`config.mk`:
```
export PLATFORM = sky130hd
export DESIGN_NAME = alu_branch_exec
export DESIGN_NICKNAME = d
export VERILOG_FILES = /design/src/core/exec_pkg.sv /design/src/core/alu_branch_exec.sv
export SDC_FILE = /design/constraint.sdc
export NUM_CORES = 1
export LEC_CHECK = 0
export BUFFER_PORTS_ARGS = -buffer_cell sky130_fd_sc_hd__buf_2
export CORE_AREA = 5 5 183 185
export CTS_CLUSTER_DIAMETER = 50
export DETAILED_ROUTE_END_ITERATION = 7
export DIE_AREA = 0 0 188 190
export HOLD_SLACK_MARGIN = 0.08
export SLEW_MARGIN = 25
export SYNTH_ARGS = -nofsm -noshare
export SYNTH_HDL_FRONTEND = slang
export SYNTH_SLANG_ARGS = --single-unit
```
`constraint.sdc`:
```
create_clock -name clk_i -period 12.1 [get_ports clk_i]
set_clock_uncertainty 0.1 [all_clocks]
set_input_delay 2.42 -clock clk_i [delete_from_list [all_inputs] [get_ports clk_i]]
set_output_delay 2.42 -clock clk_i [all_outputs]
set_load 0.005 [all_outputs]
```
`src/core/exec_pkg.sv`:
```
// Behaviour
// RULE1: Add two registers, optionally with carry; write sum, set Z C N V H; one cycle.
// RULE2: Word add of constant to register pair, high byte upper; set Z C N V S; two cycles.
// RULE3: Word subtract of constant from register pair; set Z C N V S; two cycles.
// RULE4: Subtract register or constant, optionally with borrow; write; set Z C N V H; one cycle.
// RULE5: AND, OR, XOR with register or constant; write; set only Z N V; one cycle; code also sets S.
// RULE6: Set mask ORs constant in, clear mask ANDs inverted constant; Z N V; one cycle.
// RULE7: Test ANDs register with itself, value unchanged; Z N V; one cycle.
// RULE8: Compares compute difference without writing; set Z N V C H; one cycle.
// RULE9: Relative call loads PC plus offset plus one, saves return; three cycles; no flags.
// RULE10: Pointer jump loads PC from Z pair in two cycles; flags unchanged.
// RULE11: Pointer call loads PC from Z pair, pushes return address; three cycles; no flags.
// RULE12: Compare-skip skips next instruction when registers equal; one to three cycles; no flags.
// RULE13: Register bit skips skip when selected bit matches tested level; one to three cycles.
// RULE14: I/O bit skips skip when selected I/O bit matches tested level; one to three cycles.
// RULE15: Flag branches test indexed status bit, set or clear, add offset plus one.
// RULE16: Signed branches use N xor V: ge taken on zero, lt taken on one.
// RULE17: Unsigned branches use carry: ge taken on zero, lt taken on one.
// RULE18: Branches on I, H, T, V flags taken on one, or zero for cleared forms.
// RULE19: Branch takes one cycle untaken, two taken; skip adds one cycle per word.
`default_nettype none
package exec_pkg;
    localparam int FLAG_C = 0;
    localparam int FLAG_Z = 1;
    localparam int FLAG_N = 2;
    localparam int FLAG_V = 3;
    localparam int FLAG_S = 4;
    localparam int FLAG_H = 5;
    localparam int FLAG_T = 6;
    localparam int FLAG_I = 7;
    localparam int MSB_BYTE = 7;
    localparam int MSB_WORD = 15;
    localparam int HALF_BIT = 4;
    localparam logic [7:0] FLAGS_RESET = 8'h00;
    localparam logic [1:0] CYC_ONE = 2'h1;
    localparam logic [1:0] CYC_TWO = 2'h2;
    localparam logic [1:0] CYC_THREE = 2'h3;
    localparam logic [15:0] PC_STEP_ONE = 16'h0001;
    localparam logic [15:0] PC_SKIP_SHORT = 16'h0002;
    localparam logic [15:0] PC_SKIP_LONG = 16'h0003;
    localparam logic [7:0] ADDR_STATUS = 8'h00;
    localparam logic [7:0] ADDR_RESULT = 8'h04;
    localparam logic [7:0] ADDR_COUNT = 8'h08;

    typedef enum logic [25:0] {
        OP_ADD = 26'h0000001,
        OP_ADD_CARRY = 26'h0000002,
        OP_SUB = 26'h0000004,
        OP_SUB_BORROW = 26'h0000008,
        OP_COMPARE = 26'h0000010,
        OP_COMPARE_CARRY = 26'h0000020,
        OP_WORD_ADD = 26'h0000040,
        OP_WORD_SUB = 26'h0000080,
        OP_AND = 26'h0000100,
        OP_OR = 26'h0000200,
        OP_XOR = 26'h0000400,
        OP_CLEAR_MASK = 26'h0000800,
        OP_ZERO_MINUS_TEST = 26'h0001000,
        OP_COMPARE_SKIP = 26'h0002000,
        OP_SKIP_REG_CLR = 26'h0004000,
        OP_SKIP_REG_SET = 26'h0008000,
        OP_SKIP_IO_CLR = 26'h0010000,
        OP_SKIP_IO_SET = 26'h0020000,
        OP_BRANCH_SET = 26'h0040000,
        OP_BRANCH_CLR = 26'h0080000,
        OP_BRANCH_SGE = 26'h0100000,
        OP_BRANCH_SLT = 26'h0200000,
        OP_REL_JUMP = 26'h0400000,
        OP_PTR_JUMP = 26'h0800000,
        OP_REL_CALL = 26'h1000000,
        OP_PTR_CALL = 26'h2000000
    } exec_op_t;

    typedef enum logic [1:0] {
        ST_IDLE = 2'h1,
        ST_BUSY = 2'h2
    } exec_state_t;

    typedef struct packed {
        exec_op_t op;
        logic use_imm;
        logic [7:0] rd;
        logic [7:0] rd_hi;
        logic [7:0] rr;
        logic [7:0] imm;
        logic [11:0] offset;
        logic [2:0] bit_sel;
        logic [7:0] io_val;
        logic [15:0] pc;
        logic [15:0] zptr;
        logic next_two_word;
    } exec_req_t;

    typedef struct packed {
        logic wr_en;
        logic wr_pair;
        logic [15:0] wr_data;
        logic pc_load;
        logic [15:0] pc_value;
        logic push_en;
        logic [15:0] push_addr;
    } exec_rsp_t;
endpackage
`default_nettype wire

```
`src/core/alu_branch_exec.sv`:
```
`default_nettype none
module alu_branch_exec import exec_pkg::*; (
    input wire logic clk_i,
    input wire logic rst_i,
    input wire logic req_valid_i,
    input wire exec_req_t req_i,
    output logic req_ready_o,
    output logic done_o,
    output exec_rsp_t rsp_o,
    output logic [7:0] status_flags_o,
    input wire logic psel_i,
    input wire logic penable_i,
    input wire logic pwrite_i,
    input wire logic [7:0] paddr_i,
    input wire logic [31:0] pwdata_i,
    input wire logic [3:0] pstrb_i,
    output logic [31:0] prdata_o,
    output logic pready_o,
    output logic pslverr_o
);
    exec_state_t state;
    logic [1:0] wait_cnt;
    logic [15:0] last_result;
    logic [15:0] done_count;
    logic [7:0] next_flags;
    exec_rsp_t next_rsp;
    logic [1:0] next_cycles;
    logic [31:0] next_rdata;

    wire accept = req_valid_i & req_ready_o;
    wire [7:0] flags = status_flags_o;
    wire with_carry = (req_i.op == OP_ADD_CARRY) | (req_i.op == OP_SUB_BORROW)
                    | (req_i.op == OP_COMPARE_CARRY);
    wire carry_in = with_carry & flags[FLAG_C];
    wire [7:0] op_a = req_i.rd;
    wire [7:0] op_b = req_i.use_imm ? req_i.imm : req_i.rr;

    wire [8:0] add_sum = {1'b0, op_a} + {1'b0, op_b} + {8'h00, carry_in};
    wire [4:0] add_half = {1'b0, op_a[3:0]} + {1'b0, op_b[3:0]} + {4'h0, carry_in};
    wire add_ovf = (op_a[MSB_BYTE] & op_b[MSB_BYTE] & ~add_sum[MSB_BYTE])
                 | (~op_a[MSB_BYTE] & ~op_b[MSB_BYTE] & add_sum[MSB_BYTE]);
    wire [8:0] sub_diff = {1'b0, op_a} - {1'b0, op_b} - {8'h00, carry_in};
    wire [4:0] sub_half = {1'b0, op_a[3:0]} - {1'b0, op_b[3:0]} - {4'h0, carry_in};
    wire sub_ovf = (op_a[MSB_BYTE] & ~op_b[MSB_BYTE] & ~sub_diff[MSB_BYTE])
                 | (~op_a[MSB_BYTE] & op_b[MSB_BYTE] & sub_diff[MSB_BYTE]);

    wire [15:0] word_pair = {req_i.rd_hi, req_i.rd};
    wire [15:0] word_k = {10'h000, req_i.imm[5:0]};
    wire [15:0] word_add = word_pair + word_k;
    wire [15:0] word_sub = word_pair - word_k;

    wire [15:0] branch_target = req_i.pc + {{4{req_i.offset[11]}}, req_i.offset} + PC_STEP_ONE;
    wire [15:0] return_addr = req_i.pc + PC_STEP_ONE;
    wire [15:0] skip_target = req_i.pc + (req_i.next_two_word ? PC_SKIP_LONG : PC_SKIP_SHORT);
    wire [1:0] skip_cycles = req_i.next_two_word ? CYC_THREE : CYC_TWO;
    wire flag_sel = flags[req_i.bit_sel];
    wire signed_lt = flags[FLAG_N] ^ flags[FLAG_V];

    wire apb_setup = psel_i & ~penable_i;
    wire apb_write = psel_i & penable_i & pwrite_i & pready_o;
    wire addr_status = paddr_i == ADDR_STATUS;
    wire addr_result = paddr_i == ADDR_RESULT;
    wire addr_count = paddr_i == ADDR_COUNT;
    wire addr_mapped = addr_status | addr_result | addr_count;
    wire status_wr = apb_write & addr_status & pstrb_i[0];

    // Flag update shared by byte add and subtract: Z may chain from the previous Z.
    function automatic logic [7:0] arith_flags(input logic [7:0] f, input logic [7:0] r,
                                               input logic c, input logic v, input logic h,
                                               input logic z_chain);
        logic [7:0] o;
        o = f;
        o[FLAG_C] = c;
        o[FLAG_Z] = (r == 8'h00) & (~z_chain | f[FLAG_Z]);
        o[FLAG_N] = r[MSB_BYTE];
        o[FLAG_V] = v;
        o[FLAG_S] = r[MSB_BYTE] ^ v;
        o[FLAG_H] = h;
        return o;
    endfunction

    function automatic logic [7:0] logic_flags(input logic [7:0] f, input logic [7:0] r);
        logic [7:0] o;
        o = f;
        o[FLAG_Z] = r == 8'h00;
        o[FLAG_N] = r[MSB_BYTE];
        o[FLAG_V] = 1'b0;
        o[FLAG_S] = r[MSB_BYTE];
        return o;
    endfunction

    function automatic logic [7:0] word_flags(input logic [7:0] f, input logic [15:0] r,
                                              input logic c, input logic v);
        logic [7:0] o;
        o = f;
        o[FLAG_C] = c;
        o[FLAG_Z] = r == 16'h0000;
        o[FLAG_N] = r[MSB_WORD];
        o[FLAG_V] = v;
        o[FLAG_S] = r[MSB_WORD] ^ v;
        return o;
    endfunction

    always_comb begin
        next_flags = flags;
        next_rsp = '0;
        next_rsp.pc_value = req_i.pc;
        next_cycles = CYC_ONE;
        unique case (req_i.op)
            OP_ADD, OP_ADD_CARRY: begin
                next_rsp.wr_en = 1'b1; // RULE1
                next_rsp.wr_data = {8'h00, add_sum[7:0]};
                next_flags = arith_flags(flags, add_sum[7:0], add_sum[8], add_ovf,
                                         add_half[HALF_BIT], 1'b0);
            end
            OP_SUB, OP_SUB_BORROW: begin
                next_rsp.wr_en = 1'b1; // RULE4
                next_rsp.wr_data = {8'h00, sub_diff[7:0]};
                next_flags = arith_flags(flags, sub_diff[7:0], sub_diff[8], sub_ovf,
                                         sub_half[HALF_BIT], with_carry);
            end
            OP_COMPARE, OP_COMPARE_CARRY: begin
                // The difference only shapes the flags; nothing is written back.
                next_flags = arith_flags(flags, sub_diff[7:0], sub_diff[8], sub_ovf,
                                         sub_half[HALF_BIT], with_carry); // RULE8
            end
            OP_WORD_ADD: begin
                next_rsp.wr_en = 1'b1; // RULE2
                next_rsp.wr_pair = 1'b1;
                next_rsp.wr_data = word_add;
                next_cycles = CYC_TWO;
                next_flags = word_flags(flags, word_add,
                                        ~word_add[MSB_WORD] & req_i.rd_hi[MSB_BYTE],
                                        ~req_i.rd_hi[MSB_BYTE] & word_add[MSB_WORD]);
            end
            OP_WORD_SUB: begin
                next_rsp.wr_en = 1'b1; // RULE3
                next_rsp.wr_pair = 1'b1;
                next_rsp.wr_data = word_sub;
                next_cycles = CYC_TWO;
                next_flags = word_flags(flags, word_sub,
                                        word_sub[MSB_WORD] & ~req_i.rd_hi[MSB_BYTE],
                                        req_i.rd_hi[MSB_BYTE] & ~word_sub[MSB_WORD]);
            end
            OP_AND: begin
                next_rsp.wr_en = 1'b1; // RULE5
                next_rsp.wr_data = {8'h00, op_a & op_b};
                next_flags = logic_flags(flags, op_a & op_b);
            end
            OP_OR: begin
                // Setting mask bits is the constant form of this operation.
                next_rsp.wr_en = 1'b1; // RULE5 RULE6
                next_rsp.wr_data = {8'h00, op_a | op_b};
                next_flags = logic_flags(flags, op_a | op_b);
            end
            OP_XOR: begin
                next_rsp.wr_en = 1'b1; // RULE5
                next_rsp.wr_data = {8'h00, op_a ^ op_b};
                next_flags = logic_flags(flags, op_a ^ op_b);
            end
            OP_CLEAR_MASK: begin
                next_rsp.wr_en = 1'b1; // RULE6
                next_rsp.wr_data = {8'h00, op_a & ~req_i.imm};
                next_flags = logic_flags(flags, op_a & ~req_i.imm);
            end
            OP_ZERO_MINUS_TEST: begin
                next_rsp.wr_en = 1'b1; // RULE7
                next_rsp.wr_data = {8'h00, op_a & op_a};
                next_flags = logic_flags(flags, op_a & op_a);
            end
            OP_COMPARE_SKIP: begin
                next_rsp.pc_load = req_i.rd == req_i.rr; // RULE12
                next_rsp.pc_value = skip_target;
                next_cycles = next_rsp.pc_load ? skip_cycles : CYC_ONE; // RULE19
            end
            OP_SKIP_REG_CLR, OP_SKIP_REG_SET: begin
                next_rsp.pc_load = req_i.rr[req_i.bit_sel]
                                   == (req_i.op == OP_SKIP_REG_SET); // RULE13
                next_rsp.pc_value = skip_target;
                next_cycles = next_rsp.pc_load ? skip_cycles : CYC_ONE;
            end
            OP_SKIP_IO_CLR, OP_SKIP_IO_SET: begin
                next_rsp.pc_load = req_i.io_val[req_i.bit_sel]
                                   == (req_i.op == OP_SKIP_IO_SET); // RULE14
                next_rsp.pc_value = skip_target;
                next_cycles = next_rsp.pc_load ? skip_cycles : CYC_ONE;
            end
            OP_BRANCH_SET, OP_BRANCH_CLR: begin
                // Carry, interrupt, half-carry, transfer and overflow forms arrive here
                // with the flag's index in bit_sel.
                next_rsp.pc_load = flag_sel == (req_i.op == OP_BRANCH_SET); // RULE15 RULE17 RULE18
                next_rsp.pc_value = branch_target;
                next_cycles = next_rsp.pc_load ? CYC_TWO : CYC_ONE; // RULE19
            end
            OP_BRANCH_SGE, OP_BRANCH_SLT: begin
                next_rsp.pc_load = signed_lt == (req_i.op == OP_BRANCH_SLT); // RULE16
                next_rsp.pc_value = branch_target;
                next_cycles = next_rsp.pc_load ? CYC_TWO : CYC_ONE;
            end
            OP_REL_JUMP: begin
                next_rsp.pc_load = 1'b1;
                next_rsp.pc_value = branch_target;
                next_cycles = CYC_TWO;
            end
            OP_PTR_JUMP: begin
                next_rsp.pc_load = 1'b1; // RULE10
                next_rsp.pc_value = req_i.zptr;
                next_cycles = CYC_TWO;
            end
            OP_REL_CALL, OP_PTR_CALL: begin
                next_rsp.pc_load = 1'b1; // RULE9 RULE11
                next_rsp.pc_value = (req_i.op == OP_REL_CALL) ? branch_target : req_i.zptr;
                next_rsp.push_en = 1'b1;
                next_rsp.push_addr = return_addr;
                next_cycles = CYC_THREE;
            end
            default: begin
                next_flags = flags;
            end
        endcase
    end

    always_comb begin
        next_rdata = 32'h00000000;
        if (addr_status) begin
            next_rdata = {24'h000000, flags};
        end else if (addr_result) begin
            next_rdata = {16'h0000, last_result};
        end else if (addr_count) begin
            next_rdata = {16'h0000, done_count};
        end
    end

    // Multi-cycle work holds ready low so the decoder cannot issue early.
    always_ff @(posedge clk_i or posedge rst_i) begin
        if (rst_i) begin
            state <= ST_IDLE;
            wait_cnt <= 2'h0;
            req_ready_o <= 1'b1;
            done_o <= 1'b0;
        end else begin
            unique case (state)
                ST_IDLE: begin
                    done_o <= accept & (next_cycles == CYC_ONE);
                    if (accept && next_cycles != CYC_ONE) begin
                        state <= ST_BUSY;
                        req_ready_o <= 1'b0;
                        wait_cnt <= next_cycles - CYC_TWO;
                    end
                end
                ST_BUSY: begin
                    done_o <= wait_cnt == 2'h0;
                    if (wait_cnt == 2'h0) begin
                        state <= ST_IDLE;
                        req_ready_o <= 1'b1;
                    end else begin
                        wait_cnt <= wait_cnt - 2'h1;
                    end
                end
            endcase
        end
    end

    // An instruction's flag update beats a software write in the same cycle.
    always_ff @(posedge clk_i or posedge rst_i) begin
        if (rst_i) begin
            status_flags_o <= FLAGS_RESET;
        end else if (accept) begin
            status_flags_o <= next_flags;
        end else if (status_wr) begin
            status_flags_o <= pwdata_i[7:0];
        end
    end

    always_ff @(posedge clk_i or posedge rst_i) begin
        if (rst_i) begin
            rsp_o <= '0;
            last_result <= 16'h0000;
        end else if (accept) begin
            rsp_o <= next_rsp;
            last_result <= next_rsp.wr_en ? next_rsp.wr_data : last_result;
        end
    end

    always_ff @(posedge clk_i or posedge rst_i) begin
        if (rst_i) begin
            done_count <= 16'h0000;
        end else if (done_o) begin
            done_count <= done_count + 16'h0001;
        end
    end

    // No wait state: data and error are latched in setup, pready rises for the access.
    always_ff @(posedge clk_i or posedge rst_i) begin
        if (rst_i) begin
            pready_o <= 1'b0;
            prdata_o <= 32'h00000000;
            pslverr_o <= 1'b0;
        end else begin
            pready_o <= apb_setup;
            if (apb_setup) begin
                prdata_o <= pwrite_i ? 32'h00000000 : next_rdata;
                pslverr_o <= ~addr_mapped;
            end
        end
    end
endmodule
`default_nettype wire

```
After elaboration in Yosys (flattened, before gate mapping). Cells that the tools add are included.

Order comparisons: 1. Equal/unequal tests: 50. Reduce and logical (&&, ||, !) cells: 31. Div/mod/pow operators: 0. $add $sub $neg: 17. Shift operators: 0. Mux-type cells: 38. Bitwise gates (word level): 51. Multiply operators: 0.

Operator list (count): $pmux W16 S9 (1); $pmux W17 S8 (1); $logic_not A8 Y1 (8); $mux W16 (4); $pmux W6 S9 (1); $add A16 B1 Y16 const B (3); $logic_not A16 Y1 (2); $mux W32 (1); $eq A26 B1 Y1 const B (1); $eq A26 B10 Y1 const B (1); $eq A26 B11 Y1 const B (1); $eq A26 B12 Y1 const B (1); $eq A26 B13 Y1 const B (1); $eq A26 B14 Y1 const B (1); $eq A26 B15 Y1 const B (1); $eq A26 B16 Y1 const B (1); $eq A26 B17 Y1 const B (1); $eq A26 B18 Y1 const B (1); $eq A26 B19 Y1 const B (1); $eq A26 B2 Y1 const B (1); $eq A26 B20 Y1 const B (1); $eq A26 B21 Y1 const B (1); $eq A26 B22 Y1 const B (1); $eq A26 B23 Y1 const B (1); other kinds (61) (151).

Register bits after elaboration: 132. Output and inout port bits: 96. Latch bits: 0. Memory bits (writable): 0. Memories kept: 0. ROM bits: 0. Logic and storage cells: 208.

Logic depth before layout (Yosys ltp). Gate-level depths: netlist of run 1.

Word-level depth: 11. Gate-level depth with buffers: 18. Mapped depth without buffers: 17.

Worst setup path after synthesis of run 1. OpenSTA, ideal clock, no wires.

Path type: input-to-reg. Start point: input port req_i[111] (netlist name). End point: register status_flags_o[3]. Required time: 11.861 ns. Slack: 5.859 ns. Library setup time: 0.139 ns. Path buffers: 1. Arrival time: 6.003 ns. Cell stages on the path: 17. Path through: buf_6 nor4_2 nand2_1 nor3_1 nand2_1 inv_1 fa_1 inv_1 ha_1 o21ai_0 a211o_1 a211oi_1 mux2_2 a222oi_1 nand2_1 nand3_1 a31oi_1.

Cells in the longest elaborated chain, start to end: 10. Elaborated cells between the ends (all ways): 32. Those cells by class: add/sub (2); eq/ne (14); mux (2); bitwise (11); reduce/logical (3).

Ends and longest elaborated chain: start, declared (line alu_branch_exec.sv:6) `input wire exec_req_t req_i,`; $eq A26 B2 Y1 or $eq A26 B4 Y1 (tied branches) (line alu_branch_exec.sv:32, alu_branch_exec.sv:109); $or A1 B1 Y1 (line alu_branch_exec.sv:32) `wire with_carry = (req_i.op == OP_ADD_CARRY) | (req_i.op == OP_SUB_BORROW)`; $or A1 B1 Y1 (line alu_branch_exec.sv:33) `| (req_i.op == OP_COMPARE_CARRY);`; $and A1 B1 Y1 (line alu_branch_exec.sv:34) `wire carry_in = with_carry & flags[FLAG_C];`; $sub A9 B1 Y9 or $add A9 B1 Y9 (tied branches) (line alu_branch_exec.sv:42, alu_branch_exec.sv:38); $not A1 Y1 (on tied branches) (line alu_branch_exec.sv:44, alu_branch_exec.sv:40); $and A1 B1 Y1 (on tied branches) (line alu_branch_exec.sv:44, alu_branch_exec.sv:40); $or A1 B1 Y1 (on tied branches) (line alu_branch_exec.sv:45, alu_branch_exec.sv:41); $pmux W6 S9 (line alu_branch_exec.sv:109) `unique case (req_i.op)`; $mux W8 (line alu_branch_exec.sv:268) `end else if (accept) begin`; end signal, assigned (line alu_branch_exec.sv:269) `status_flags_o <= next_flags;`; end signal, assigned (line alu_branch_exec.sv:271) `status_flags_o <= pwdata_i[7:0];`; end, declared (line alu_branch_exec.sv:10) `output logic [7:0] status_flags_o,`.

Several ways; a longest one is shown, not always the timed one. The select of a mux whose other input is x is not followed. A chain may end at the register's enable or synchronous reset.

Final worst setup path of run 1.
Start point: input port req_i[110] (netlist name). End point: register status_flags_o[1].

Cells in the longest elaborated chain, start to end: 9. Elaborated cells between the ends (all ways): 29. Those cells by class: add/sub (2); eq/ne (14); mux (2); bitwise (6); reduce/logical (5).

Ends and longest elaborated chain: $eq A26 B2 Y1 or $eq A26 B4 Y1 (tied branches) (line alu_branch_exec.sv:32, alu_branch_exec.sv:109); $or A1 B1 Y1 (line alu_branch_exec.sv:32); $or A1 B1 Y1 (line alu_branch_exec.sv:33); $and A1 B1 Y1 (line alu_branch_exec.sv:34); $sub A9 B1 Y9 (line alu_branch_exec.sv:42) `wire [8:0] sub_diff = {1'b0, op_a} - {1'b0, op_b} - {8'h00, carry_in};`; $logic_not A8 Y1 (line alu_branch_exec.sv:74) `o[FLAG_Z] = (r == 8'h00) & (~z_chain | f[FLAG_Z]);`; $and A1 B1 Y1 (line alu_branch_exec.sv:74); $pmux W6 S9 (line alu_branch_exec.sv:109); $mux W8 (line alu_branch_exec.sv:268).

Several ways; a longest one is shown, not always the timed one. The select of a mux whose other input is x is not followed.

==> results_dict.tcl, run 1 <==
set metrics [dict create \
    num_rows 66 \
    ant_nets 0 \
    setup_viol 0 \
    grt_pass1_vias 10500 \
    hold_violations 0 \
    drtPass1Iterations 5 \
    cts.path.max_buffers 2 \
    power.density_nw_per_um2 110 \
    post-route-min-period_ns 6.54 \
    r2r_cells 14 \
    slowest_delay_ns 0.65 \
    start_util 0.343 \
    area_growth_pct 17.7 \
    crit_chain "buf_2 > nor4_2 > nand2_1 > nor3_1 > nand2_1 > fa_1 > fa_1 > o21a_1 > nor2_1 > xnor2_1 > a2111oi_0 > o211a_1 > a311o_1 > a311oi_1 > a311oi_1" \
    vdd_drop_max_uv 102 \
    synth-adder-area-share 0.0960 \
    syn_area_sq_um 10900 \
    cp-end-kind "flip-flop" \
    seq_area_frac_synth 0.264 \
    cts_resized 0 \
    synthSimpleGateAreaFrac 0.246 \
    synthMuxAreaShare 0.0455 \
    synth_edf_count 0 \
    remaining_drc_errors 0 \
    grt_first_pass_wirelength_um 60400 \
    synth-main-ff-cell "dfrtp_1" \
    die_area_sq_um 35700 \
    fmax_mhz 153 \
    ys_ff_latch 115 \
    ctsHoldBuffers 0 \
    holdPathStages 2 \
    drt-total-wl_um 39300 \
    critPathArrivalTime_ns 6.76 \
    ios 261 \
    path_max_fanout 7 \
    route.detailed.wl_per_inst_um 20.2 \
    hold_class "reg2reg" \
    power_uw 1420 \
    io_buffers 217 \
    syn_avg_cell_area_sq_um 8.17 \
    die_w_um 188 \
    synth-xor-area-share 0.0722 \
    fin_crit_sh 0.540 \
    grt_max_degree 77 \
    async_flop_share 1.00 \
    critPathLaunchType "primary input" \
    crit_family "simple AND/OR/NAND/NOR gates" \
    netlist_instances 1337 \
    yosys_warnings 0 \
    synth_cell_types 88 \
    cts_tree "yes" \
    rsz0062_at_grt "no" \
    clkSinkCount 115 \
    dieHeight_um 190 \
    synth_compound_area_frac 0.214 \
    numCtsBuffers 17 \
    p_leak_uw 0.00585 \
    place.gp.congestion 0.952 \
    grt_use_total 0.212 \
    critical_path_required_ns 12.32 \
    critPathKind "in2reg" \
    path_depth 15 \
    critical-path-slowest-cell "nor4_2" \
    path_clk_slew_ns 0.07 \
    fill_cells 3299 \
    gr-total-overflow 0 \
    synth_top_family_by_area "simple AND/OR/NAND/NOR gates" \
    vias 11000 \
    status "complete, no violations" \
    fp.coreArea_sq_um 31900 \
    worst_slew_pin_slew_ns 1.07 \
    maxSlewViolCount 0 \
    relSlewSlack 0.281 \
    clk_latency_ns 0.42 \
    nets 1765 \
    drive_above_1_share 0.199 \
    cts_root_buffer "clkbuf_16" \
    cap_violations 0 \
    cts.htree.levels 4 \
    hpwl_um 31200 \
    cts_setup_buffers 0 \
    drt_iter0_drc 888 \
    viasPerCell 5.65 \
    final.setup.tns_ns 0 \
    antenna_found_initial 7 \
    crit_buf_inv 1 \
]
## logic make-up after synthesis
| group | after synthesis |
|---|---|
| other cells | 1 |
| compound gates | 338 |
| xor+xnor | 90 |
| simple gates | 520 |
| buf+inv | 154 |
| mux | 40 |
| fa+ha+maj | 79 |
| flops | 115 |
## per-layer routing
metal | part of all wire | vias to the layer above | wire [um] | GRT usage
li1 | - | 5239 | - | -
met1 | 0.44 | 5289 | 17400 | 0.289
met2 | 0.45 | 404 | 17800 | 0.336
met3 | 0.082 | 57 | 3230 | 0.0583
met4 | 0.020 | 10 | 783 | 0.0511
met5 | 0.0011 | - | 43 | 0
## cell usage in the layout, fill, tap and decap left out, drive strengths merged, types with 12 or more instances in the layout
master and count:
o31ai 15, nand3 41, a221oi 12, nand2 160, buf 223, o211ai 13
clkbuf 17, nor3 37, mux2i 26, ha 71, a21oi 56, inv 93
and3 18, a211oi 18, a21o 13, nand4 28, a22oi 15, or3 14
nand2b 16, xor2 38, o21ai 90, nor2b 28, nor2 96, conb 16
nor4 31, o221ai 12, dfrtp 114, xnor2 52, a31oi 12
## registers in the layout (all words and copies together), names as in the netlist, 2 cells and up
signal / cells
prdata_o: 16
done_count: 16
rsp_o: 52
wait_cnt: 2
status_flags_o: 8
last_result: 16
state: 2
## metrics by stage
stage / hold WS [ns] / cells / worst slack [ns] / cell area (sq um) / utilization
floorplan: 0.339 / 1352 / 5.86 / 11000 / -
global route: 0.400 / 1944 / 5.31 / 12800 / 0.403
global placement: 0.348 / 1910 / 5.24 / 12300 / 0.384
finish: 0.365 / 1946 / 5.56 / 12800 / 0.403
CTS: 0.371 / 1942 / 5.62 / 12800 / 0.403
detailed placement: 0.356 / 1910 / 5.21 / 12300 / 0.384
## cell type report
class | instances | area [sq um] | share of cell area
Inverter | 81 | 307 | 0.0239
Multi-Input combinational cell | 1083 | 7420 | 0.578
Tap cell | 408 | 510 | 0.0397
Antenna cell | 4 | 10.0 | 0.000779
Clock buffer | 17 | 425 | 0.0331
Clock inverter | 15 | 158 | 0.0123
Sequential cell | 115 | 2880 | 0.224
Timing Repair Buffer | 223 | 1130 | 0.0883
## path summary, 6_finish.rpt
kind | start | endpoint | slack, ns
hold / removal | rsp_o[47] | rsp_o[47] | 0.36
setup reg to reg | status_flags_o[0] | status_flags_o[1] | 8.21
max in group asynchronous | rst_i | rsp_o[41] | 8.89
setup / recovery | req_i[110] | status_flags_o[1] | 5.56
hold reg to reg | rsp_o[47] | rsp_o[47] | 0.36
min in group asynchronous | rst_i | rsp_o[18] | 1.96
## Yosys cell counts (14+ instances only)
library cell / count / share of area
buf_4: 16 / 0.011
dfrtp_1: 114 / 0.26
a211oi_1: 17 / 0.012
or3_1: 14 / 0.0080
o21ai_0: 88 / 0.040
xor2_1: 38 / 0.030
nand4_1: 27 / 0.015
nand2b_1: 16 / 0.0092
a21oi_1: 56 / 0.026
o31ai_1: 15 / 0.010
nand3_1: 40 / 0.018
nor2b_1: 28 / 0.016
and3_1: 17 / 0.0097
nand2_1: 160 / 0.055
nor3_1: 35 / 0.016
a22oi_1: 15 / 0.010
nor2_1: 96 / 0.033
xnor2_1: 52 / 0.042
mux2i_1: 26 / 0.024
clkbuf_1: 46 / 0.016
ha_1: 71 / 0.081
inv_1: 81 / 0.028
nor4_1: 22 / 0.013
## worst min-delay path, cell delays in order, from the launching register on
cell and delay [ns]:
dfrtp_1 0.34, nand2_1 0.05, nand2_1 0.05
## report_power, final
| part | internal (uW) | switching [uW] |
|---|---|---|
| registers | 433 | 34.7 |
| logic | 179 | 262 |
| clock network | 293 | 215 |
| total | 905 | 511 |
Note: power is estimated with default switching activity, not from simulation.
==> inputs of run 2 (changes only) <==
clock period = 6.1 ns   (was 12.1 ns; I/O delays follow)
==> run 2 against run 1 <==
Compared with the run above: hold slack got worse by 0.0024 ns; non-clock buffer count increased by 9; total power increased by 100%; die area unchanged.
==> results_dict.tcl, run 2 (synthesis gave the netlist of run 1 again) <==
set metrics [dict create \
    status "complete, no violations" \
    numCtsBuffers 17 \
    vdd_drop_max_uv 190 \
    path_max_fanout 5 \
    p_leak_uw 0.00590 \
    path_clk_slew_ns 0.06 \
    vias 11200 \
    area_growth_pct 18.4 \
    drtPass1Iterations 5 \
    crit_buf_inv 4 \
    largest_register_ffs 52 \
    num_rows 66 \
    holdPathEnd "rsp_o[1]" \
    hpwl_um 32100 \
    cts.path.max_buffers 2 \
    drive_above_1_share 0.204 \
    nets 1774 \
    finalWorstSetupSlack_ns 0.853 \
    die_w_um 188 \
    dpl_cell_area_sq_um 12300 \
    crit_chain "buf_2 > nor4_2 > nand4_1 > nor3_1 > nand2_1 > inv_1 > fa_1 > inv_1 > ha_1 > o21ai_0 > a2111oi_0 > a211oi_1 > buf_4 > o211a_1 > a311o_1 > a311oi_1 > a311oi_1" \
    start_util 0.343 \
    relSlewSlack 0.249 \
    grt_pass1_vias 10800 \
    r2r_cells 14 \
    clkSinkCount 115 \
    maxSlewViolCount 0 \
    cp-end-kind "flip-flop" \
    cts_resized 0 \
    io_buffers 217 \
    timing.rr.end "status_flags_o[1]" \
    post-route-min-period_ns 5.25 \
    fp.coreArea_sq_um 31900 \
    cts_root_buffer "clkbuf_16" \
    gr-total-overflow 0 \
    grt_max_degree 76 \
    r2r_slack_ns 2.10 \
    ios 261 \
    layout_common_cells "buf_2 (217), nand2_1 (159), dfrtp_1 (114)" \
    final.setup.tns_ns 0 \
    worst_hold_startpoint "rsp_o[1]" \
    die_area_sq_um 35700 \
    fin_area_sq_um 12900 \
    fmax_mhz 191 \
    grt_first_pass_wirelength_um 62000 \
    ant_nets 0 \
    setup_viol 0 \
    mostFrequentLayoutCell "buf_2" \
    critPathKind "in2reg" \
    cap_violations 0 \
    timing.hold.ws_ns 0.362 \
    place_ws_ns 0.521 \
    critPathArrivalTime_ns 5.42 \
    critPathLaunchType "primary input" \
    critical_path_required_ns 6.27 \
    utilization 0.406 \
    top_register "rsp_o" \
    fin_crit_sh 0.860 \
    dieHeight_um 190 \
    route.detailed.wl_per_inst_um 20.9 \
    ctsHoldBuffers 0 \
    critical-path-slowest-cell "nor4_2" \
    cts_tree "yes" \
    crit_family "compound AO/OA/AOI/OAI gates" \
    power.density_nw_per_um2 220 \
    remaining_drc_errors 0 \
    holdPathStages 2 \
    slowest_delay_ns 0.55 \
    hold_violations 0 \
    cts.htree.levels 4 \
    antenna_found_initial 3 \
    rsz0062_at_grt "no" \
    hold_class "reg2reg" \
    worst_slew_pin_slew_ns 1.12 \
    place.gp.congestion 0.953 \
    timing.rr.start "status_flags_o[0]" \
    grt_use_total 0.219 \
    viasPerCell 5.72 \
    fill_cells 3337 \
    cts_setup_buffers 0 \
    clk_latency_ns 0.42 \
    drt-total-wl_um 40800 \
    drt_iter0_drc 958 \
]
-- run 2: routing by layer --
layer | global-route usage | part of all wire | vias up
li1 | - | - | 5252
met1 | 0.310 | 0.45 | 5385
met2 | 0.349 | 0.46 | 482
met3 | 0.0406 | 0.073 | 50
met4 | 0.0536 | 0.018 | 2
met5 | 0 | 0.00017 | -
-- run 2: per-stage QoR --
step	std cells	power, uW
after CTS	1950	2860
after global placement	1918	1800
after detailed placement	1918	1820
after global routing	1951	3000
final	1952	2850
after floorplan	1352	1490
-- run 2: how the worst max path moves through the flow --
stage          slack, ns           endpoint  depth (start not counted)        from
6_report            0.85  status_flags_o[1]                         17   req_i[97]
4_1_cts             0.95  status_flags_o[3]                         17   req_i[97]
5_1_grt             0.67  status_flags_o[1]                         18   req_i[97]
3_5_place_dp        0.52  status_flags_o[3]                         17   req_i[97]
2_1_floorplan       1.06  status_flags_o[3]                         17  req_i[111]
3_3_place_gp        0.53  status_flags_o[3]                         17   req_i[97]
-- run 2: layout make-up --
cell class	instances	area, sq um	share of cell area
sequential	115	2880	0.223
antenna	1	2.50	0.000194
timing repair buffer	232	1200	0.0930
inverter	81	309	0.0239
tap	408	510	0.0395
clock inverter	14	166	0.0129
clock buffer	18	429	0.0332
multi-input combinational	1083	7430	0.575
-- run 2: power breakdown --
group,internal (uW),switching [uW],leakage [uW]
clock,616,416,0.000290
sequential,860,71.9,0.00151
combinational,359,523,0.00410
-- run 2: worst min-delay path, delay by kind of cell (launching register included) --
family        cells  cell delay [ns]
simple gates      2             0.10
flops             1             0.34
==> inputs of run 3 (changes only) <==
CORE_AREA = 5 5 193 176   (was 5 5 183 185)
DIE_AREA = 0 0 198 181   (was 0 0 188 190)
SLEW_MARGIN = 30   (was 25)
==> run 3 against run 2 <==
Compared with the run above: combinational power up 1%; via count about the same; hold slack gained 0.0069 ns; global-route usage grew 0.20 points; largest cell class unchanged; total power rose by 1.4%; clock-buffer cell count decreased by 1; final cell count grew 0.56%; first-iteration DRC count fell by 4.8%.
==> results_dict.tcl, run 3 (synthesis gave the netlist of run 1 again) <==
set metrics [dict create \
    largest_register_ffs 52 \
    r2r_slack_ns 2.40 \
    start_util 0.345 \
    cts.path.max_buffers 2 \
    crit_buf_inv 1 \
    ctsHoldBuffers 0 \
    grt_max_degree 75 \
    cp-end-kind "flip-flop" \
    ant_nets 0 \
    mostFrequentLayoutCell "buf_2" \
    setup_viol 0 \
    slowest_delay_ns 0.52 \
    utilization 0.410 \
    path_depth 15 \
    hpwl_um 32900 \
    numCtsBuffers 17 \
    worst_slew_pin_slew_ns 0.884 \
    drtPass1Iterations 8 \
    drive_above_1_share 0.205 \
    cts_resized 0 \
    status "complete, no violations" \
    critical-path-slowest-cell "a2111oi_0" \
    critical_path_required_ns 6.32 \
    place_ws_ns 0.643 \
    p_leak_uw 0.00591 \
    r2r_cells 14 \
    place_inst 1928 \
    critPathArrivalTime_ns 5.31 \
    place.gp.congestion 0.945 \
    vdd_drop_max_uv 136 \
    route.detailed.wl_per_inst_um 20.9 \
    critPathKind "in2reg" \
    remaining_drc_errors 0 \
    die_w_um 198 \
    antenna_found_initial 2 \
    critPathLaunchType "primary input" \
    layout_common_cells "buf_2 (217), nand2_1 (159), dfrtp_1 (114)" \
    clk_latency_ns 0.42 \
    die_area_sq_um 35800 \
    power.density_nw_per_um2 222 \
    post-route-min-period_ns 5.09 \
    vias 11200 \
    fmax_mhz 196 \
    rsz0062_at_grt "no" \
    dieHeight_um 181 \
    drt-total-wl_um 41100 \
    finalNonFillerCells 1963 \
    finalWorstSetupSlack_ns 1.01 \
    holdPathEnd "rsp_o[16]" \
    io_buffers 217 \
    crit_family "compound AO/OA/AOI/OAI gates" \
    viasPerCell 5.69 \
    ios 261 \
    cts_root_buffer "clkbuf_16" \
    hold_violations 0 \
    timing.hold.ws_ns 0.369 \
    fp.coreArea_sq_um 31700 \
    cts.htree.levels 4 \
    nets 1775 \
    gr-total-overflow 0 \
    top_register "rsp_o" \
    timing.rr.end "status_flags_o[1]" \
    drt_iter0_drc 912 \
    path_max_fanout 6 \
    cts_tree "yes" \
    cts_setup_buffers 0 \
    num_rows 62 \
    worst_hold_startpoint "rsp_o[16]" \
    path_clk_slew_ns 0.06 \
    holdPathStages 2 \
    fin_crit_sh 0.835 \
    clkSinkCount 115 \
    crit_chain "buf_2 > nor4_2 > nand2_1 > nor3_1 > nand2_1 > fa_1 > fa_1 > o21a_1 > nor2_1 > xnor2_1 > a2111oi_0 > o211a_1 > a311o_1 > a311oi_1 > a311oi_1" \
    maxSlewViolCount 0 \
    final.setup.tns_ns 0 \
    timing.rr.start "status_flags_o[0]" \
    grt_pass1_vias 10700 \
    grt_use_total 0.221 \
    cap_violations 0 \
    grt_first_pass_wirelength_um 63000 \
    relSlewSlack 0.403 \
    hold_class "reg2reg" \
    area_growth_pct 18.7 \
]
run 3: cell count changes in the layout (fill, tap and decap cells not counted), sizes merged:
| cell | before | now |
|---|---|---|
| buf | 232 | 233 |
| bufinv | 2 | 3 |
| clkbuf | 18 | 17 |
| clkinvlp | 1 | 2 |
| diode | 1 | 3 |
| inv | 90 | 89 |
run 3: how the worst max path moves through the flow:
stage / slack [ns] / to / from
after floorplan: 1.06 / status_flags_o[3] / req_i[111]
after global placement: 0.78 / status_flags_o[1] / req_i[97]
after detailed placement: 0.64 / status_flags_o[1] / req_i[97]
after CTS: 1.08 / status_flags_o[1] / req_i[97]
after global routing: 0.84 / status_flags_o[1] / req_i[110]
final: 1.01 / status_flags_o[1] / req_i[110]
run 3: worst register-to-register path: stages (launching register included):
cell,delay (ns)
dfrtp_1,0.49
nand2_1,0.14
inv_1,0.06
fa_1,0.39
a21o_1,0.19
a311o_1,0.35
a21oi_1,0.23
nor2b_1,0.07
o21a_1,0.17
nor2_1,0.18
fa_1,0.34
nand4_1,0.14
nor4_1,0.33
o21ai_0,0.13
a311oi_1,0.29
run 3: cell type report:
| class | count | area (sq um) |
|---|---|---|
| antenna | 3 | 7.51 |
| timing repair buffer | 233 | 1210 |
| inverter | 81 | 309 |
| fill | 3271 | 18700 |
| sequential | 115 | 2880 |
| multi-input combinational | 1083 | 7420 |
| tap | 416 | 520 |
| clock inverter | 15 | 195 |
| clock buffer | 17 | 425 |
run 3: layer usage:
layer / global-route usage / part of all wire / vias up
met4: 0.0603 / 0.024 / 2
met3: 0.0428 / 0.083 / 54
met5: 0 / 0.00027 / -
met1: 0.326 / 0.46 / 5358
li1: - / - / 5255
met2: 0.331 / 0.43 / 494
run 3: stage by stage:
| stage | power [uW] | area, sq um |
|---|---|---|
| 2_1_floorplan | 1490 | 11000 |
| 3_3_place_gp | 1820 | 12300 |
| 3_5_place_dp | 1830 | 12300 |
| 4_1_cts | 2900 | 13000 |
| 5_1_grt | 3040 | 13000 |
| 6_report | 2880 | 13000 |
run 3: power by group:
part           switching [uW]  internal, uW  total (uW)
clock                     405           655        1060
sequential               69.4           860         929
combinational             536           359         895
